$ cat src/design/rxis_consts.svh
// constants for the receive interrupt/status block
// assumes inclusion by the package and the design module
`ifndef RXIS_CONSTS_SVH
`define RXIS_CONSTS_SVH
`define RXIS_ADDR_PRIMARY 7'h03
`define RXIS_ADDR_SECONDARY 7'h04
`define RXIS_ADDR_GPIO_DETAIL 7'h0E
`define RXIS_BIT_FFERR 7
`define RXIS_BIT_AFULL 4
`define RXIS_BIT_EXT 3
`define RXIS_BIT_PKVALID 1
`define RXIS_BIT_CRCERR 0
`define RXIS_PRIMARY_MASK 8'h9B
`define RXIS_RESET_FLAGS 8'h00
`endif

$ cat src/design/rxis_pkg.sv
// types for the receive interrupt/status block
// assumes the constants header is on the include path
package rxis_pkg;
  `include "rxis_consts.svh"
  typedef struct packed {
    logic fifo_ovf;
    logic fifo_unf;
    logic fifo_rst;
    logic [6:0] fifo_count;
    logic [5:0] afull_thr;
    logic ext_event;
    logic pkt_ok;
    logic rx_abort;
    logic sync_ack;
    logic crc_bad;
    logic data_start;
  } rxis_evt_t;
  typedef struct packed {
    logic rd;
    logic [6:0] addr;
  } rxis_rd_t;
  typedef struct packed {
    logic [7:0] flags;
    logic [7:0] rdata;
    logic alert_n;
    logic afull_q;
  } rxis_state_t;
endpackage

$ cat src/design/rxis_irq_status.sv
// primary interrupt/status register with active-low host alert line
// assumes events and reads come from logic on i_clk
`timescale 1ns/10ps
`default_nettype none
`include "rxis_consts.svh"
module rxis_irq_status
(
  input wire logic i_clk, // 125 MHz
  input wire logic i_rst, // sync, active high
  input wire rxis_pkg::rxis_evt_t i_evt, // receiver events
  input wire rxis_pkg::rxis_rd_t i_rd, // register read strobe
  input wire logic [7:0] i_enable, // interrupt enables
  input wire logic [7:0] i_secondary, // secondary flags
  input wire logic [7:0] i_gpio_detail, // per-pin detail
  output logic [7:0] o_rdata, // read data
  output logic o_host_alert_line_n // alert line
);
  import rxis_pkg::*;
  rxis_state_t st, next_st;
  logic afull_now;
  logic [7:0] set_v, clr_v, rise_v, rdclr_v;
  logic rd_primary;

  always_comb begin
    next_st = st;
    afull_now = i_evt.fifo_count > {1'b0, i_evt.afull_thr};
    rd_primary = i_rd.rd && (i_rd.addr == `RXIS_ADDR_PRIMARY);
    set_v = 8'h00;
    clr_v = 8'h00;
    set_v[`RXIS_BIT_FFERR] = i_evt.fifo_ovf | i_evt.fifo_unf;
    clr_v[`RXIS_BIT_FFERR] = i_evt.fifo_rst;
    set_v[`RXIS_BIT_EXT] = i_evt.ext_event;
    set_v[`RXIS_BIT_PKVALID] = i_evt.pkt_ok & ~i_evt.rx_abort;
    clr_v[`RXIS_BIT_PKVALID] = i_evt.sync_ack;
    set_v[`RXIS_BIT_CRCERR] = i_evt.crc_bad;
    clr_v[`RXIS_BIT_CRCERR] = i_evt.data_start;
    rdclr_v = rd_primary ? i_enable : 8'h00;
    rdclr_v[`RXIS_BIT_FFERR] = 1'b0;
    next_st.flags = (st.flags & ~clr_v & ~rdclr_v) | set_v;
    next_st.flags[`RXIS_BIT_AFULL] = afull_now;
    next_st.flags = next_st.flags & `RXIS_PRIMARY_MASK;
    next_st.afull_q = afull_now;
    // rise judged after read-clear, so a set during the read re-arms the line
    rise_v = next_st.flags & ~(st.flags & ~rdclr_v);
    rise_v[`RXIS_BIT_AFULL] = afull_now & ~st.afull_q;
    if (|(rise_v & i_enable & `RXIS_PRIMARY_MASK)) begin
      next_st.alert_n = 1'b0;
    end else if (rd_primary) begin
      next_st.alert_n = 1'b1;
    end
    next_st.rdata = st.rdata;
    if (i_rd.rd) begin
      case (i_rd.addr)
        `RXIS_ADDR_PRIMARY: next_st.rdata = st.flags;
        `RXIS_ADDR_SECONDARY: next_st.rdata = i_secondary;
        `RXIS_ADDR_GPIO_DETAIL: next_st.rdata = i_gpio_detail;
        default: next_st.rdata = 8'h00;
      endcase
    end
  end

  always_ff @(posedge i_clk) begin
    if (i_rst) begin
      st.flags <= `RXIS_RESET_FLAGS;
      st.rdata <= 8'h00;
      st.alert_n <= 1'b1;
      st.afull_q <= 1'b0;
    end else begin
      st <= next_st;
    end
  end

  assign o_rdata = st.rdata;
  assign o_host_alert_line_n = st.alert_n;
endmodule // rxis_irq_status
`default_nettype wire

$ cat config.mk
export PLATFORM = sky130hd
export DESIGN_NAME = rxis_irq_status
export DESIGN_NICKNAME = d
export VERILOG_FILES = /design/src/design/rxis_pkg.sv /design/src/design/rxis_irq_status.sv
export VERILOG_INCLUDE_DIRS = /design/src /design/src/design
export SDC_FILE = /design/constraint.sdc
export NUM_CORES = 1
export LEC_CHECK = 0
export BUFFER_PORTS_ARGS = -buffer_cell sky130_fd_sc_hd__buf_2
export CORE_ASPECT_RATIO = 1.1
export CORE_UTILIZATION = 42
export CTS_BUF_LIST = sky130_fd_sc_hd__clkbuf_8 sky130_fd_sc_hd__clkbuf_16
export CTS_CLUSTER_DIAMETER = 150
export DETAILED_ROUTE_END_ITERATION = 10
export PLACE_DENSITY = 0.79
export SYNTH_ARGS = -nofsm -noshare
export SYNTH_HDL_FRONTEND = slang
export SYNTH_SLANG_ARGS = --single-unit
$ cat constraint.sdc
create_clock -name i_clk -period 1.6 [get_ports i_clk]
set_input_delay 0.48 -clock i_clk [delete_from_list [all_inputs] [get_ports i_clk]]
set_output_delay 0.48 -clock i_clk [all_outputs]
set_load 0.03 [all_outputs]
==> results.sh <==
export IMPL_status="complete, no violations"
export IMPL_ant_nets=0
export IMPL_hold_path_class="primary input to register"
export IMPL_drtPass1Iterations=4
export IMPL_boundaryPins=65
export IMPL_holdWs_ns=0.4782
export IMPL_muxShareOfSynthArea=0.009913
export IMPL_grt_pass1_wl_um=3981
export IMPL_yosys_area_share_simple=0.2664
export IMPL_setup_viol=0
export IMPL_power_switching_mw=0.2305
export IMPL_grt_busiest_layer="met2"
export IMPL_dp_cells=201
export IMPL_cts_sinks=14
export IMPL_critical_path_class="primary input to register"
export IMPL_power_mw=0.9154
export IMPL_cts_htree_levels=1
export IMPL_post_dp_cell_area_um2=1311
export IMPL_synth_fp_nets=178
export IMPL_grt_use_total=0.2041
export IMPL_instances_no_fill=205
export IMPL_synth_cell_area_um2=1010
export IMPL_drtIter0Drc=15
export IMPL_die_w_um=48.75
export IMPL_rr_worst_depth=4
export IMPL_tightest_slew_ns=0.3465
export IMPL_start_kind="primary input"
export IMPL_period_needed_ns=1.478
export IMPL_cts_max_path_buffers=2
export IMPL_min_period_over_period=0.9238
export IMPL_cts_resized=0
export IMPL_swShare=0.2518
export IMPL_path_max_fanout=2
export IMPL_core_um2=2252
export IMPL_viasPerCell=5.302
export IMPL_drc=0
export IMPL_netlist_instances=116
export IMPL_gp_congestion=0.8311
export IMPL_cts_setup_buffers=0
export IMPL_dp_slack_ns=-0.1088
export IMPL_skew_ns=0.003999
export IMPL_met3_usage=0.03736
export IMPL_clk_latency_ns=0.24
export IMPL_postSynthAreaPerCell_um2=8.704
export IMPL_area_delta_synth_final_pct=35.32
export IMPL_synth_fa_ha_area_frac=0.07435
export IMPL_p_comb_frac=0.219
export IMPL_vias=1087
export IMPL_use_met1=0.2253
export IMPL_grt_overflow=0
export IMPL_synth_seq_cells=14
export IMPL_rsz0062_at_grt="no"
export IMPL_die_area_um2=2604
export IMPL_yosysSeqAreaShare=0.2776
export IMPL_setup_worst_path_start="i_evt[10]"
export IMPL_synth_warnings=0
export IMPL_finalMaxSlewViolations=0
export IMPL_seq_power_share=0.406
export IMPL_synth_top_family_by_area="simple AND/OR/NAND/NOR gates"
export IMPL_port_buffers=61
export IMPL_drive_above_1_share=0.4400
export IMPL_grt_max_degree=15
export IMPL_setup_slack_ns=0.1219
export IMPL_routedWlPerCell_um=12.07
export IMPL_relSlewSlack=0.7680
export IMPL_synth_compound_area_frac=0.2627
export IMPL_ir_drop_uv=374.7
export IMPL_hold_buffers=0
export IMPL_yosys_area_top_type="dfxtp_1"
export IMPL_clockRootBuffer="clkbuf_8"
export IMPL_clk_pin_slew_worst_paths_ns=0.06
export IMPL_initial_core_util=0.4483
export IMPL_grt_pass1_vias=1011
export IMPL_fmax_mhz=676.6
export IMPL_max_cap_viol_count=0
export IMPL_antenna_found_initial=0
export IMPL_cts_tree="yes"
export IMPL_power_density_nw_per_um2=670.0
export IMPL_crit_path_end_kind="register"
export IMPL_worstReg2RegStart="st[10]$_SDFF_PP0_"
export IMPL_use_met2=0.3588
export IMPL_synth_edff_count=0
export IMPL_synth_distinct_cells=38
export IMPL_cp_required_ns=1.75
export IMPL_critical_path_arrival_ns=1.63
export IMPL_totalWireLength_um=2474
export IMPL_fin_nets=238
export IMPL_stdcell_area_um2=1366
export IMPL_synth_xor_xnor_area_share=0.008674
export IMPL_hp_start="i_secondary[5]"
export IMPL_cts_buffers=3
export IMPL_synthFlopType="dfxtp_1"
export IMPL_p_leak_nw=0.6703
export IMPL_hpwlAfterDp_um=2045
export IMPL_dieHeight_um=53.43
export IMPL_rows=18
export IMPL_intPower_mw=0.6849
export IMPL_diodes=0
export IMPL_holdPathStages=3
export IMPL_synth_top_area_share=0.2776
export IMPL_p_clk_frac=0.375
export IMPL_synth_area_leaders="dfxtp_1 (28%), ha_1 (7.4%), buf_4 (6.7%)"
export IMPL_hold_viol=0
export IMPL_synthArstFlopShare=0
## cells in the final DEF, fill, tap and decap left out, types with 2 or more instances in the layout
| master | netlist | final |
|---|---|---|
| a22oi_1 | 5 | 5 |
| nand3b_1 | 4 | 4 |
| buf_4 | 9 | 4 |
| nor2b_1 | 3 | 3 |
| a31oi_1 | 2 | 2 |
| buf_2 | 0 | 61 |
| a21boi_0 | 2 | 2 |
| a22o_1 | 5 | 5 |
| clkbuf_8 | 0 | 4 |
| nand3_1 | 4 | 4 |
| nor2_1 | 7 | 7 |
| o2bb2ai_1 | 4 | 4 |
| a21oi_1 | 10 | 10 |
| and2_2 | 2 | 2 |
| nand2_1 | 5 | 5 |
| and4bb_2 | 2 | 2 |
| inv_1 | 8 | 8 |
| a211oi_1 | 2 | 2 |
| ha_1 | 6 | 6 |
| dfxtp_1 | 14 | 14 |
| nand2b_1 | 3 | 3 |
## power groups by stage
stage	clock, mW	combinational [mW]	sequential (mW)
after floorplan	0	0.0903	0.384
after global placement	0	0.190	0.378
after detailed placement	0	0.200	0.379
after CTS	0.351	0.201	0.371
after global routing	0.368	0.224	0.372
final	0.343	0.201	0.371
## registers in the layout, summed over array words and instances, names as in the netlist
register and cells:
o_host_alert_line_n 1, o_rdata 8, st 5
## critical path, stage by stage
cell and delay (ns):
buf_2 0.07, inv_1 0.03, ha_1 0.30, a21o_1 0.16, a211oi_1 0.23, o21ai_0 0.14
a211oi_1 0.22
## Yosys cell counts (all sizes together), types with 3 or more instances
| cell | number |
|---|---|
| nand2b | 3 |
| nor2b | 3 |
| o2bb2ai | 4 |
| dfxtp | 14 |
| nand3 | 4 |
| a22o | 5 |
| nor2 | 7 |
| ha | 6 |
| nand3b | 4 |
| a22oi | 5 |
| nand2 | 5 |
| inv | 8 |
| a21oi | 11 |
| and2 | 3 |
| buf | 9 |
## logic make-up after synthesis
family                     count (synthesis)
AOI/OAI and AO/OA                         37
muxes                                      1
adders and majority gates                  6
buffers and inverters                     18
DFF                                       14
and+or+nand+nor                           39
xor gates and xnor gates                   1
## cell type report
class / instances / area (um^2)
fill: 212 / 885.9
timing repair buffer: 65 / 335.3
clock buffer: 4 / 55.05
multi-input combinational: 84 / 628.1
inverter: 8 / 30.03
sequential: 14 / 280.3
tap: 30 / 37.54
## per-stage QoR
stage / util / setup TNS [ns]
after CTS: 0.6067 / 0
after detailed placement: 0.5822 / -0.2012
after global placement: 0.5822 / -0.1088
after floorplan: - / 0
final: 0.6067 / 0
after global routing: 0.6067 / 0
## final timing paths
| check | endpoint | slack [ns] |
|---|---|---|
| worst max-delay path | o_host_alert_line_n$_SDFFE_PP1P_ | 0.12 |
| worst min register to register | o_rdata[0]$_SDFFE_PP0P_ | 0.49 |
| worst max register to register | o_host_alert_line_n$_SDFFE_PP1P_ | 0.52 |
| worst min-delay path | o_rdata[5]$_SDFFE_PP0P_ | 0.48 |
## metal layers
layer  up-vias  share of wire
met5         -              0
met4         0          0.023
met3         6          0.060
met2        47           0.50
met1       488           0.42
li1        546              -
No activity file was read; power rests on OpenSTA's default activity.
